==> src/design/cssm_pkg.sv <==
// Function
// - Bank select 10 maps the working registers to bank 2 and 11 maps them to 0x18-0x1F.
// - Data bytes 0x00-0x1F form four eight-register banks, bank n starting at eight times n.
// - A divide with a zero divisor sets the overflow status bit.
// - Add, add-with-carry, subtract-with-borrow, multiply and divide clear overflow otherwise.
// - Four serial bytes power up holding a per-device 32-bit value that firmware can read.
// - The serial bytes are writable so firmware may use them as general storage.
// - The serial number is byte 3 as most significant down to byte 0 as least significant.
// - Program and data spaces share numbers; the instruction type picks the space.
// - Flash spans 0x0000-0xFFFF on the large variant and 0x0000-0x7FFF on the small one.
// - The lock byte sits at 0xFBFF on the large variant and 0x7FFF on the small one.
// - On the large variant program addresses above 0xFDFF are reserved and unusable.
// - External moves reach expansion RAM; reconfigured, their writes go to flash.
// - Flash is read only by the code-memory move, never by the external move.
package cssm_pkg;

  // Special register map
  localparam logic [7:0] PSW_OFFSET      = 8'hD0;
  localparam logic [7:0] SERIAL_0_OFFSET = 8'hF9;
  localparam logic [7:0] SERIAL_1_OFFSET = 8'hFA;
  localparam logic [7:0] SERIAL_2_OFFSET = 8'hFB;
  localparam logic [7:0] SERIAL_3_OFFSET = 8'hFC;
  localparam logic [7:0] SERIAL_PAGE     = 8'h0F;

  // Status word field positions
  localparam int PSW_BANK_HI  = 4;
  localparam int PSW_BANK_LO  = 3;
  localparam int PSW_OV_BIT   = 2;
  localparam int PSW_UF1_BIT  = 1;
  localparam int PSW_PAR_BIT  = 0;

  // Reset values
  localparam logic [1:0]  BANK_RESET   = 2'h0;
  localparam logic        FLAG_RESET   = 1'b0;
  localparam logic [7:0]  RDATA_RESET  = 8'h00;
  localparam logic [31:0] SERIAL_RESET = 32'h5A3C_96E1; // Arbitrary neutral value

  // Program memory map
  localparam logic [15:0] FLASH_END_LARGE = 16'hFFFF;
  localparam logic [15:0] FLASH_END_SMALL = 16'h7FFF;
  localparam logic [15:0] LOCK_LARGE      = 16'hFBFF;
  localparam logic [15:0] LOCK_SMALL      = 16'h7FFF;
  localparam logic [15:0] RESERVED_ABOVE  = 16'hFDFF;

  // Arithmetic instructions that touch overflow
  typedef enum logic [2:0] {
    OP_NONE, OP_ADD, OP_ADDC, OP_SUBB, OP_MUL, OP_DIV
  } cssm_op_type;

  // Memory access kind, decoded from the instruction type
  typedef enum logic [1:0] {
    ACC_NONE, ACC_CODE_READ, ACC_EXT_READ, ACC_EXT_WRITE
  } cssm_access_type;

endpackage : cssm_pkg

==> src/design/cssm_core_status.sv <==
`timescale 1ns/100ps
module cssm_core_status
  import cssm_pkg::*;
#(
  parameter bit          FLASH_64K   = 1'b1,
  parameter logic [31:0] SERIAL_INIT = SERIAL_RESET
)(
  // Clock and reset
  input  wire logic            ref_clk,
  input  wire logic            arst_n,
  // Special register access
  input  wire logic [7:0]      sfr_addr,
  input  wire logic [7:0]      sfr_page,
  input  wire logic            sfr_wr,
  input  wire logic            sfr_rd,
  input  wire logic [7:0]      sfr_wdata,
  output logic [7:0]           sfr_rdata,
  // Core execution
  input  wire logic [7:0]      acc_value,
  input  wire cssm_op_type     alu_op,
  input  wire logic [7:0]      alu_a,
  input  wire logic [7:0]      alu_b,
  input  wire logic            alu_carry,
  // Working register addressing
  input  wire logic [2:0]      reg_index,
  output logic [7:0]           reg_data_addr,
  // Program memory access
  input  wire logic [15:0]     code_addr,
  input  wire cssm_access_type access_kind,
  input  wire logic            flash_wr_en,
  output logic                 flash_read,
  output logic                 flash_write,
  output logic                 expansion_data_ram_read,
  output logic                 expansion_data_ram_write,
  output logic                 lock_hit,
  output logic                 reserved_hit,
  // Status view
  output logic [1:0]           bank_select,
  output logic                 arith_range_flag,
  output logic                 user_flag_one,
  output logic                 parity_flag,
  output logic [31:0]          serial_number
);

  // Serial storage, one byte per register
  logic [7:0] serial_byte [4];
  logic [7:0] next_serial_byte [4];

  logic [1:0] next_bank_select;
  logic       next_arith_range_flag;
  logic       next_user_flag_one;
  logic       next_parity_flag;
  logic [7:0] next_sfr_rdata;
  logic [7:0] next_reg_data_addr;
  logic       ov_event;
  logic       ov_value;
  logic       psw_hit;
  logic       serial_page_hit;
  logic       live_parity;
  logic       rt_flash_read;
  logic       rt_flash_write;
  logic       rt_expansion_data_ram_read;
  logic       rt_expansion_data_ram_write;
  logic       rt_lock;
  logic       rt_reserved;

  // Overflow decision for the instruction in flight
  cssm_alu_flag u_alu_flag (
    .op       (alu_op),
    .opnd_a   (alu_a),
    .opnd_b   (alu_b),
    .carry_in (alu_carry),
    .ov_event (ov_event),
    .ov_value (ov_value)
  );

  // Program memory routing
  cssm_mem_route #(
    .FLASH_64K (FLASH_64K)
  ) u_mem_route (
    .addr           (code_addr),
    .kind           (access_kind),
    .flash_wr_en    (flash_wr_en),
    .to_flash_read  (rt_flash_read),
    .to_flash_write (rt_flash_write),
    .to_expansion_data_ram_read   (rt_expansion_data_ram_read),
    .to_expansion_data_ram_write  (rt_expansion_data_ram_write),
    .is_lock        (rt_lock),
    .is_reserved    (rt_reserved)
  );

  // Address decode; status word is visible on every page
  assign psw_hit         = (sfr_addr == PSW_OFFSET);
  assign serial_page_hit = (sfr_page == SERIAL_PAGE);
  assign live_parity     = ^acc_value;

  // Status word next state; an instruction outcome beats a software write to overflow
  always_comb begin
    next_bank_select      = bank_select;
    next_arith_range_flag = arith_range_flag;
    next_user_flag_one    = user_flag_one;
    if (sfr_wr && psw_hit) begin
      next_bank_select      = sfr_wdata[PSW_BANK_HI:PSW_BANK_LO];
      next_arith_range_flag = sfr_wdata[PSW_OV_BIT];
      next_user_flag_one    = sfr_wdata[PSW_UF1_BIT];
    end
    if (ov_event) begin
      next_arith_range_flag = ov_value;
    end
    next_parity_flag = live_parity;
  end

  always_ff @(posedge ref_clk or negedge arst_n) begin
    if (!arst_n) begin
      bank_select      <= BANK_RESET;
      arith_range_flag <= FLAG_RESET;
      user_flag_one    <= FLAG_RESET;
      parity_flag      <= FLAG_RESET;
    end else begin
      bank_select      <= next_bank_select;
      arith_range_flag <= next_arith_range_flag;
      user_flag_one    <= next_user_flag_one;
      parity_flag      <= next_parity_flag;
    end
  end

  // Serial bytes: factory value at power-up, plain storage afterwards
  always_comb begin
    for (int i = 0; i < 4; i++) begin
      next_serial_byte[i] = serial_byte[i];
    end
    if (sfr_wr && serial_page_hit) begin
      unique case (sfr_addr)
        SERIAL_0_OFFSET: next_serial_byte[0] = sfr_wdata;
        SERIAL_1_OFFSET: next_serial_byte[1] = sfr_wdata;
        SERIAL_2_OFFSET: next_serial_byte[2] = sfr_wdata;
        SERIAL_3_OFFSET: next_serial_byte[3] = sfr_wdata;
        default: ;
      endcase
    end
  end

  always_ff @(posedge ref_clk or negedge arst_n) begin
    if (!arst_n) begin
      for (int i = 0; i < 4; i++) begin
        serial_byte[i] <= SERIAL_INIT[i*8 +: 8];
      end
    end else begin
      for (int i = 0; i < 4; i++) begin
        serial_byte[i] <= next_serial_byte[i];
      end
    end
  end

  // Byte 3 on top, byte 0 at the bottom
  assign serial_number = {serial_byte[3], serial_byte[2], serial_byte[1], serial_byte[0]};

  // Read data; unmapped addresses read zero, bits above the bank field read zero
  always_comb begin
    next_sfr_rdata = RDATA_RESET;
    if (sfr_rd) begin
      if (psw_hit) begin
        next_sfr_rdata = {3'h0, bank_select, arith_range_flag, user_flag_one, live_parity};
      end else if (serial_page_hit) begin
        unique case (sfr_addr)
          SERIAL_0_OFFSET: next_sfr_rdata = serial_byte[0];
          SERIAL_1_OFFSET: next_sfr_rdata = serial_byte[1];
          SERIAL_2_OFFSET: next_sfr_rdata = serial_byte[2];
          SERIAL_3_OFFSET: next_sfr_rdata = serial_byte[3];
          default: ;
        endcase
      end
    end
  end

  // Working register address: bank n starts at eight times n
  always_comb begin
    next_reg_data_addr = {3'h0, bank_select, reg_index};
  end

  always_ff @(posedge ref_clk or negedge arst_n) begin
    if (!arst_n) begin
      sfr_rdata     <= RDATA_RESET;
      reg_data_addr <= RDATA_RESET;
    end else begin
      sfr_rdata     <= next_sfr_rdata;
      reg_data_addr <= next_reg_data_addr;
    end
  end

  // Memory routing registered so every output leaves a flop
  always_ff @(posedge ref_clk or negedge arst_n) begin
    if (!arst_n) begin
      flash_read   <= FLAG_RESET;
      flash_write  <= FLAG_RESET;
      expansion_data_ram_read    <= FLAG_RESET;
      expansion_data_ram_write   <= FLAG_RESET;
      lock_hit     <= FLAG_RESET;
      reserved_hit <= FLAG_RESET;
    end else begin
      flash_read   <= rt_flash_read;
      flash_write  <= rt_flash_write;
      expansion_data_ram_read    <= rt_expansion_data_ram_read;
      expansion_data_ram_write   <= rt_expansion_data_ram_write;
      lock_hit     <= rt_lock;
      reserved_hit <= rt_reserved;
    end
  end

  // Checks

  // Sign-extended arithmetic for the checks, kept apart from the flag logic on purpose
  logic [8:0] sum_sign_ext;
  logic [8:0] diff_sign_ext;
  assign sum_sign_ext  = {alu_a[7], alu_a} + {alu_b[7], alu_b} +
                         {8'h00, (alu_op == OP_ADDC) & alu_carry};
  assign diff_sign_ext = {alu_a[7], alu_a} - {alu_b[7], alu_b} - {8'h00, alu_carry};
endmodule : cssm_core_status

==> src/design/cssm_alu_flag.sv <==
`timescale 1ns/100ps
module cssm_alu_flag
  import cssm_pkg::*;
(
  // Operation
  input  cssm_op_type op,
  input  logic [7:0]  opnd_a,
  input  logic [7:0]  opnd_b,
  input  logic        carry_in,
  // Result
  output logic        ov_event,
  output logic        ov_value
);

  logic [8:0]  sum;
  logic [8:0]  diff;
  logic [15:0] prod;

  // Widened so the carry and the high product byte are kept
  assign sum  = {1'b0, opnd_a} + {1'b0, opnd_b} + {8'h00, (op == OP_ADDC) & carry_in};
  assign diff = {1'b0, opnd_a} - {1'b0, opnd_b} - {8'h00, carry_in};
  assign prod = {8'h00, opnd_a} * {8'h00, opnd_b};

  // Overflow decision per instruction; every op except OP_NONE rewrites the flag
  always_comb begin
    ov_event = 1'b1;
    ov_value = 1'b0;
    unique case (op)
      OP_NONE: ov_event = 1'b0;
      OP_ADD, OP_ADDC: ov_value = (opnd_a[7] == opnd_b[7]) && (sum[7] != opnd_a[7]);
      OP_SUBB: ov_value = (opnd_a[7] != opnd_b[7]) && (diff[7] != opnd_a[7]);
      OP_MUL:  ov_value = |prod[15:8];
      OP_DIV:  ov_value = (opnd_b == 8'h00);
      default: ov_event = 1'b0;
    endcase
  end

endmodule : cssm_alu_flag

==> src/design/cssm_mem_route.sv <==
`timescale 1ns/100ps
module cssm_mem_route
  import cssm_pkg::*;
#(
  parameter bit FLASH_64K = 1'b1
)(
  // Access
  input  logic [15:0]     addr,
  input  cssm_access_type kind,
  input  logic            flash_wr_en,
  // Routing
  output logic            to_flash_read,
  output logic            to_flash_write,
  output logic            to_expansion_data_ram_read,
  output logic            to_expansion_data_ram_write,
  output logic            is_lock,
  output logic            is_reserved
);

  logic [15:0] flash_end;
  logic [15:0] lock_addr;
  logic        in_flash;
  logic        want_flash;

  assign flash_end = FLASH_64K ? FLASH_END_LARGE : FLASH_END_SMALL;
  assign lock_addr = FLASH_64K ? LOCK_LARGE : LOCK_SMALL;
  assign in_flash  = (addr <= flash_end);

  // The instruction type, with flash_wr_en for external writes, picks program or data space
  always_comb begin
    want_flash     = (kind == ACC_CODE_READ) ||
                     ((kind == ACC_EXT_WRITE) && flash_wr_en);
    is_reserved    = want_flash && FLASH_64K && (addr > RESERVED_ABOVE);
    to_flash_read  = (kind == ACC_CODE_READ) && in_flash && !is_reserved;
    to_flash_write = (kind == ACC_EXT_WRITE) && flash_wr_en && in_flash && !is_reserved;
    to_expansion_data_ram_read   = (kind == ACC_EXT_READ);
    to_expansion_data_ram_write  = (kind == ACC_EXT_WRITE) && !flash_wr_en;
    is_lock        = want_flash && (addr == lock_addr);
  end

endmodule : cssm_mem_route

==> config.mk <==
export PLATFORM = sky130hd
export DESIGN_NAME = cssm_core_status
export DESIGN_NICKNAME = d
export VERILOG_FILES = /design/src/design/cssm_pkg.sv /design/src/design/cssm_core_status.sv /design/src/design/cssm_alu_flag.sv /design/src/design/cssm_mem_route.sv
export SDC_FILE = /design/constraint.sdc
export NUM_CORES = 1
export LEC_CHECK = 0
export BUFFER_PORTS_ARGS = -buffer_cell sky130_fd_sc_hd__buf_4
export CORE_MARGIN = 4
export CORE_UTILIZATION = 45
export CTS_BUF_LIST = sky130_fd_sc_hd__clkbuf_16
export CTS_CLUSTER_SIZE = 16
export DETAILED_ROUTE_END_ITERATION = 6
export PLACE_DENSITY = 0.77
export RECOVER_POWER = 25
export SKIP_LAST_GASP = 1
export SLEW_MARGIN = 15
export SYNTH_ARGS = -nofsm -noshare
export SYNTH_HDL_FRONTEND = slang
export SYNTH_SLANG_ARGS = --single-unit
==> constraint.sdc <==
create_clock -name ref_clk -period 1.9 [get_ports ref_clk]
set_input_delay 0.38 -clock ref_clk [delete_from_list [all_inputs] [get_ports ref_clk]]
set_output_delay 0.38 -clock ref_clk [all_outputs]
set_load 0.05 [all_outputs]
==> summary.md, run 1 <==
| Metric | Value |
|---|---|
| Status | `finished with violations` |
| Failing checks | `setup timing` |
| Count of flip-flops with a built-in enable after synthesis | `0` |
| Core ar. | `between 10000 and 15000 um2` |
| Worst hold path depth | `1` |
| Clock-pin slew on the worst setup and hold paths | `roughly 0.070 ns` |
| Vias in the first global route | `between 4000 and 5000` |
| Commonest non-fill, non-tap cell in the layout | `buf_4` |
| Critical Path Stages | `16` |
| Reg2Reg Capture Point | `sfr_rdata[0]` |
| CP Capture Type | `register` |
| Commonest cells after routing, fill and taps aside | `buf_4 (214), inv_1 (59), nand2_1 (50)` |
| Crit share post-route | `213%` |
| Peak VDD IR | `a little over 800 uV` |
| Cell count after synthesis | `~490` |
| CTS H-tree depth | `2` |
| IO Port Bufs | `about 130` |
| Minimum clock period | `between 4 and 5 ns` |
| Area contributors post-synth | `dfrtp_1 (20%), fa_1 (14%), ha_1 (13%)` |
| CP required | `2.12 ns` |
| Worst R2R Path Depth | `5` |
| Lkg Pwr | `approximately 0.0036 uW` |
| Fin util | `roughly two thirds` |
| RSZ-0062 raised after global routing | `yes` |
| Worst reg2reg startpoint | `serial_number[8]` |
| Clock sinks | `56` |
| Layout Nets | `877` |
| Setup WS pre-CTS | `-2.51 ns` |
| GRT Resource Usage Total | `around a quarter` |
| Sequential fraction of the synthesis area | `between 20% and 30%` |
| Num ports | `approximately 140` |
| Avg Vias per Cell | `roughly 5.3` |
| Hold EP | `reg_data_addr[2]` |
| Routed WL | `between 10000 and 15000 um` |
| Drt initial violations | `~230` |
| Cell repeated most along the worst path | `fa_1` |
| PD cells | `roughly 700 nW/um2` |
| Max_cap viols | `0` |
| Share of cells above drive strength 1 | `45.2%` |
| Crit Path Class | `in -> reg` |
| Clock buffer depth | `2` |
| Hold Vio Cnt, Final | `0` |
| Die area | `12700 um2` |
| Pin count of the biggest net entering global routing | `between 50 and 60` |
| Clock Skew | `roughly 0.0041 ns` |
| Residual DRC | `0` |
| Total congestion overflow | `0` |
| Slowest Stage Delay on Critical Path | `~0.5 ns` |
| Share of Yosys cell area claimed by the top area cell type | `roughly 20%` |
| Initial core utilization | `between 40% and 50%` |
| Slew @ Worst Pin | `1.32 ns` |
| CTS root buffer | `clkbuf_16` |
| CTS tree | `yes` |
| Hpwl dp | `about 12000 um` |
| Fillers | `~830` |
| Antenna Diode Count | `0` |
| Average wire per standard cell | `about 17 um` |
| Largest area contributor in the netlist | `dfrtp_1` |
| Total CTS buffers | `5` |
| Slew Limit Fails | `0` |
| Post-route setup slack | `-2.15 ns` |
| Synthesized cell area | `about 4900 um2` |
| Avg Cell Area, Syn | `~10 um2` |
| Critical path buffer and inverter count | `3` |
| CP startpoint kind | `input port` |
| Final hold slack | `0.203 ns` |
| Die X | `roughly 110 um` |
| First-pass GRT wire length | `~24000 um` |
| Overall die height | `between 100 and 150 um` |
| Row count | `37` |
| Slew headroom | `between 10% and 20%` |
| Worst hold-check path type | `in -> reg` |
| Cell area after layout | `around 7000 um2` |
| CP Cell Sequence | `buf_4, and2_4, fa_2, fa_1, inv_1, fa_1, inv_1, fa_1, ha_2, or3_4, a41oi_4, o41ai_2, o21ai_1, mux2_4, a211o_1, o2111ai_1` |
| Worst path arrival time | `between 4 and 5 ns` |
| Yosys cell types | `67` |
| Setup violations, final | `1` |
| Routed Antenna Nets | `0` |
| Vias | `~4500` |
| Crit-path max FO | `7` |
| R2R Setup Slk | `about 0.41 ns` |
| Initial antenna violation count | `0` |
| Ys flop type | `dfrtp_1` |
| Placed cell areas | `about 6900 um2` |
| Crit-path leading delay family | `adder cells` |
| Hold_sp | `reg_index[2]` |
| Ys Warns | `0` |
| Area delta synth->final | `43.3%` |
| Placer Congestion | `~0.88` |
| DRT Pass-1 Iters | `5` |
| Crit path max-delay cell type | `fa_1` |
| Clock latency on the worst-skew pair | `roughly 0.3 ns` |
| Synthesized flop and latch total | `56` |
| Fraction of registers with async set or reset after synthesis | `100%` |
| Highest clock rate | `about 250 MHz` |
==> report_power, final <==
part	internal, uW	total (uW)	switching (uW)
Sequential	1220	1240	16.3
Clock	498	950	451
Combinational	1350	2760	1410
Total	3070	4940	1880
==> cell type report <==
type	instances	area (um2)	area share (%)
tap	136	170	2.41
sequential	56	1420	20.1
inverter	63	236	3.35
multi-input combinational	362	3380	47.9
timing repair buffer	224	1700	24.1
clock buffer	5	125	1.77
clock inverter	3	26.3	0.372
==> worst max-delay path by stage <==
stage	startpoint	to	slack (ns)
4_1_cts	alu_b[2]	arith_range_flag	-2.13
6_report	alu_a[2]	arith_range_flag	-2.15
3_5_place_dp	alu_b[4]	arith_range_flag	-2.51
5_1_grt	alu_a[2]	arith_range_flag	-2.26
3_3_place_gp	alu_b[4]	arith_range_flag	-2.46
2_1_floorplan	alu_a[5]	arith_range_flag	-2.10
==> per-layer routing <==
layer / global-route usage (%) / vias up / wire length, um
met2: 42.6 / 164 / 7430
met4: 5.61 / 0 / 206
li1: - / 2126 / -
met3: 5.01 / 15 / 1060
met1: 28.0 / 2181 / 5930
met5: 0 / - / 0
==> stage by stage <==
step | setup TNS [ns] | instances | power [uW]
2_1_floorplan | -3.44 | 490 | 2930
3_3_place_gp | -7.51 | 839 | 3830
3_5_place_dp | -7.95 | 839 | 3910
4_1_cts | -2.13 | 848 | 4910
5_1_grt | -2.26 | 849 | 5300
6_report | -2.15 | 849 | 4940
==> kinds of logic (layout without fill, tap and decap cells) <==
kind of cell	count (synthesis)	after routing	share of synthesized area, %
DFF	56	56	28.8
xor gates and xnor gates	12	12	2.13
buffers and inverters	72	295	5.79
AOI/OAI and AO/OA	64	64	9.95
other	1	3	0.0761
muxes	40	40	9.14
adders and majority gates	87	87	27.4
and+or+nand+nor	156	156	16.7
==> sequential cells by signal, indices dropped and copies added (netlist names), 2 cells and up <==
signal / flops
bank_select: 2
serial_number: 32
sfr_rdata: 8
reg_data_addr: 5
==> synth_stat cells (4+ instances only) <==
cell	instances
inv_1	63
ha_1	52
nand2_1	51
dfrtp_1	40
mux2_2	36
fa_1	35
nor2_1	32
and2_1	20
dfstp_2	16
a21oi_1	13
xnor2_1	9
o21ai_0	7
a222oi_1	6
and3_1	6
and2_2	5
nand3_1	5
nand4_1	5
nor3_1	5
a21boi_0	4
==> worst reg2reg max path: cells and delay by family (launching register included) <==
family / cells / cell delay (ns)
DFF: 1 / 0.41
and+or+nand+nor: 1 / 0.16
AOI/OAI and AO/OA: 3 / 0.67
buffers and inverters: 1 / 0.16
==> timing repair <==
action	4_1_cts	5_1_grt
hold buffers	0	0
setup buffers	1	1
setup endpoints to repair	1	1
pin swaps	4	9
gates resized for setup	8	4
Note: power is estimated with default switching activity, not from simulation.
==> run 2, diff against run 1 <==
Settings changed: REMOVE_ABC_BUFFERS set to 1.
==> run 2 against run 1 <==
Against the previous run: the flow still finishes with violations (setup timing); combinational power grew 8.7%; critical endpoint unchanged; via count is 1.9% higher; clock-buffer cell count unchanged; critical path type unchanged; routed wire length is 1.3% higher; clock power is 2% lower; register-to-register slack better by 0.11 ns; worst setup slack better by 0.056 ns; non-clock buffer count shrank 2.
==> summary.md, run 2 (synthesis results as in run 1) <==
| Metric | Value |
|---|---|
| Status | `finished with violations` |
| Failing checks | `setup timing` |
| Setup violations, final | `1` |
| Area delta synth->final | `45.4%` |
| Vias | `4572` |
| Routed Antenna Nets | `0` |
| Residual DRC | `0` |
| Clock buffer depth | `2` |
| Minimum clock period | `3.99 ns` |
| CP startpoint kind | `input port` |
| Clock Skew | `between 0.006 and 0.007 ns` |
| CP Capture Type | `register` |
| GRT Resource Usage Total | `23.9%` |
| Setup WS pre-CTS | `-2.65 ns` |
| Placer Congestion | `between 0.9 and 1` |
| PD cells | `720 nW/um2` |
| Average wire per standard cell | `between 15 and 20 um` |
| Slew Limit Fails | `0` |
| IO Port Bufs | `about 130` |
| Highest clock rate | `between 200 and 300 MHz` |
| CTS tree | `yes` |
| Placed cell areas | `just under 7000 um2` |
| Hold_sp | `reg_index[1]` |
| DRT Pass-1 Iters | `4` |
| Worst R2R Path Depth | `4` |
| Clock sinks | `56` |
| Drt initial violations | `227` |
| Vias in the first global route | `between 4000 and 5000` |
| Overall die height | `113 um` |
| Max reg flops | `32` |
| Die area | `12700 um2` |
| Die X | `around 110 um` |
| Crit share post-route | `210%` |
| Clock latency on the worst-skew pair | `0.30 ns` |
| RSZ-0062 raised after global routing | `yes` |
| Worst hold path depth | `1` |
| Hold EP | `reg_data_addr[1]` |
| Final Total Pwr | `between 5000 and 6000 uW` |
| Slew @ Worst Pin | `about 1.4 ns` |
| Initial antenna violation count | `0` |
| First-pass GRT wire length | `roughly 25000 um` |
| Core ar. | `between 10000 and 15000 um2` |
| Hpwl dp | `12000 um` |
| CTS root buffer | `clkbuf_16` |
| Crit Path Class | `in -> reg` |
| Antenna Diode Count | `0` |
| Routed WL | `around 15000 um` |
| Fillers | `772` |
| Row count | `37` |
| Hold Vio Cnt, Final | `0` |
| Num ports | `137` |
| Dpl cells | `836` |
| Commonest non-fill, non-tap cell in the layout | `buf_4` |
| Clock-pin slew on the worst setup and hold paths | `0.07 ns` |
| Reg2Reg Capture Point | `sfr_rdata[0]` |
| Layout Cells excl Fill | `about 850` |
| Commonest cells after routing, fill and taps aside | `buf_4 (204), inv_1 (60), nand2_1 (43), ha_1 (43), dfrtp_1 (40)` |
| R2R Setup Slk | `around 0.52 ns` |
| Lkg Pwr | `about 0.0036 uW` |
| CP required | `2.10 ns` |
| Worst path arrival time | `4.20 ns` |
| Cell area after layout | `7170 um2` |
| Share of cells above drive strength 1 | `between 40% and 50%` |
| Pin count of the biggest net entering global routing | `57` |
| CTS H-tree depth | `2` |
| Total congestion overflow | `0` |
| Total CTS buffers | `5` |
| Peak VDD IR | `approximately 550 uV` |
| Slew headroom | `9.42%` |
| Crit-path max FO | `3` |
| Worst hold-check path type | `in -> reg` |
| Layout Nets | `between 800 and 900` |
| Avg Vias per Cell | `5.40` |
| Max_cap viols | `0` |
| Worst reg2reg startpoint | `serial_number[16]` |
| Post-route setup slack | `-2.09 ns` |
| Initial core utilization | `46.9%` |
==> run 2: worst max path at each step <==
| stage | startpoint | endpoint | slack [ns] | cells after the start |
|---|---|---|---|---|
| finish | alu_b[2] | arith_range_flag | -2.09 | 16 |
| global route | alu_b[3] | arith_range_flag | -2.24 | 16 |
| CTS | alu_b[2] | arith_range_flag | -2.08 | 16 |
| detailed placement | alu_a[1] | arith_range_flag | -2.65 | 16 |
| global placement | alu_a[1] | arith_range_flag | -2.61 | 16 |
| floorplan | alu_a[4] | arith_range_flag | -2.42 | 15 |
==> run 2: cell type report <==
cell class / instances / area (um2) / area share (%)
well taps: 136 / 170 / 2.37
flip-flops and latches: 56 / 1420 / 19.8
inverters: 63 / 236 / 3.30
clock inverters: 3 / 23.8 / 0.332
repair buffers: 222 / 1740 / 24.3
multi-input cells: 362 / 3450 / 48.1
clock buffers: 5 / 125 / 1.75
==> run 2: routing by layer <==
layer,GRT usage (%),vias to the layer above,wire [um]
li1,-,2118,-
met1,27.9,2247,5570
met2,42.8,176,7670
met3,7.01,31,1310
met4,6.01,0,270
met5,0,-,0
==> run 2: power by group <==
part           switching, uW  leakage [uW]  internal [uW]  total [uW]
Clock                    438     0.0000660            492         930
Combinational           1540       0.00286           1460        3000
Sequential              16.5      0.000708           1220        1240
==> run 2: through the flow <==
step           TNS, ns  utilization, %  hold WS [ns]
2_1_floorplan    -3.30               -        0.0844
3_3_place_gp     -8.92            64.1         0.437
3_5_place_dp    -10.47            64.1         0.437
4_1_cts          -2.08            67.9         0.150
5_1_grt          -2.24            68.2         0.205
6_report         -2.09            68.2         0.215
==> run 2: critical path, stage by stage <==
cell and delay [ns]:
buf_8 0.10, and2_4 0.15, fa_2 0.37, fa_1 0.48, inv_1 0.05, fa_1 0.53, inv_1 0.05, fa_1 0.44
ha_2 0.20, or3_4 0.35, a41oi_4 0.22, o41ai_2 0.08, o21ai_1 0.16, mux2_4 0.31, a211o_1 0.23, o2111ai_1 0.07
==> run 2: what timing repair did <==
item | in CTS | in global routing
setup endpoints to repair | 5 | 1
endpoints found under the hold margin | 0 | 0
pin swaps | 32 | 8
gates resized for setup | 54 | 6
hold buffers | 0 | 0
buffers inserted | 4 | 0
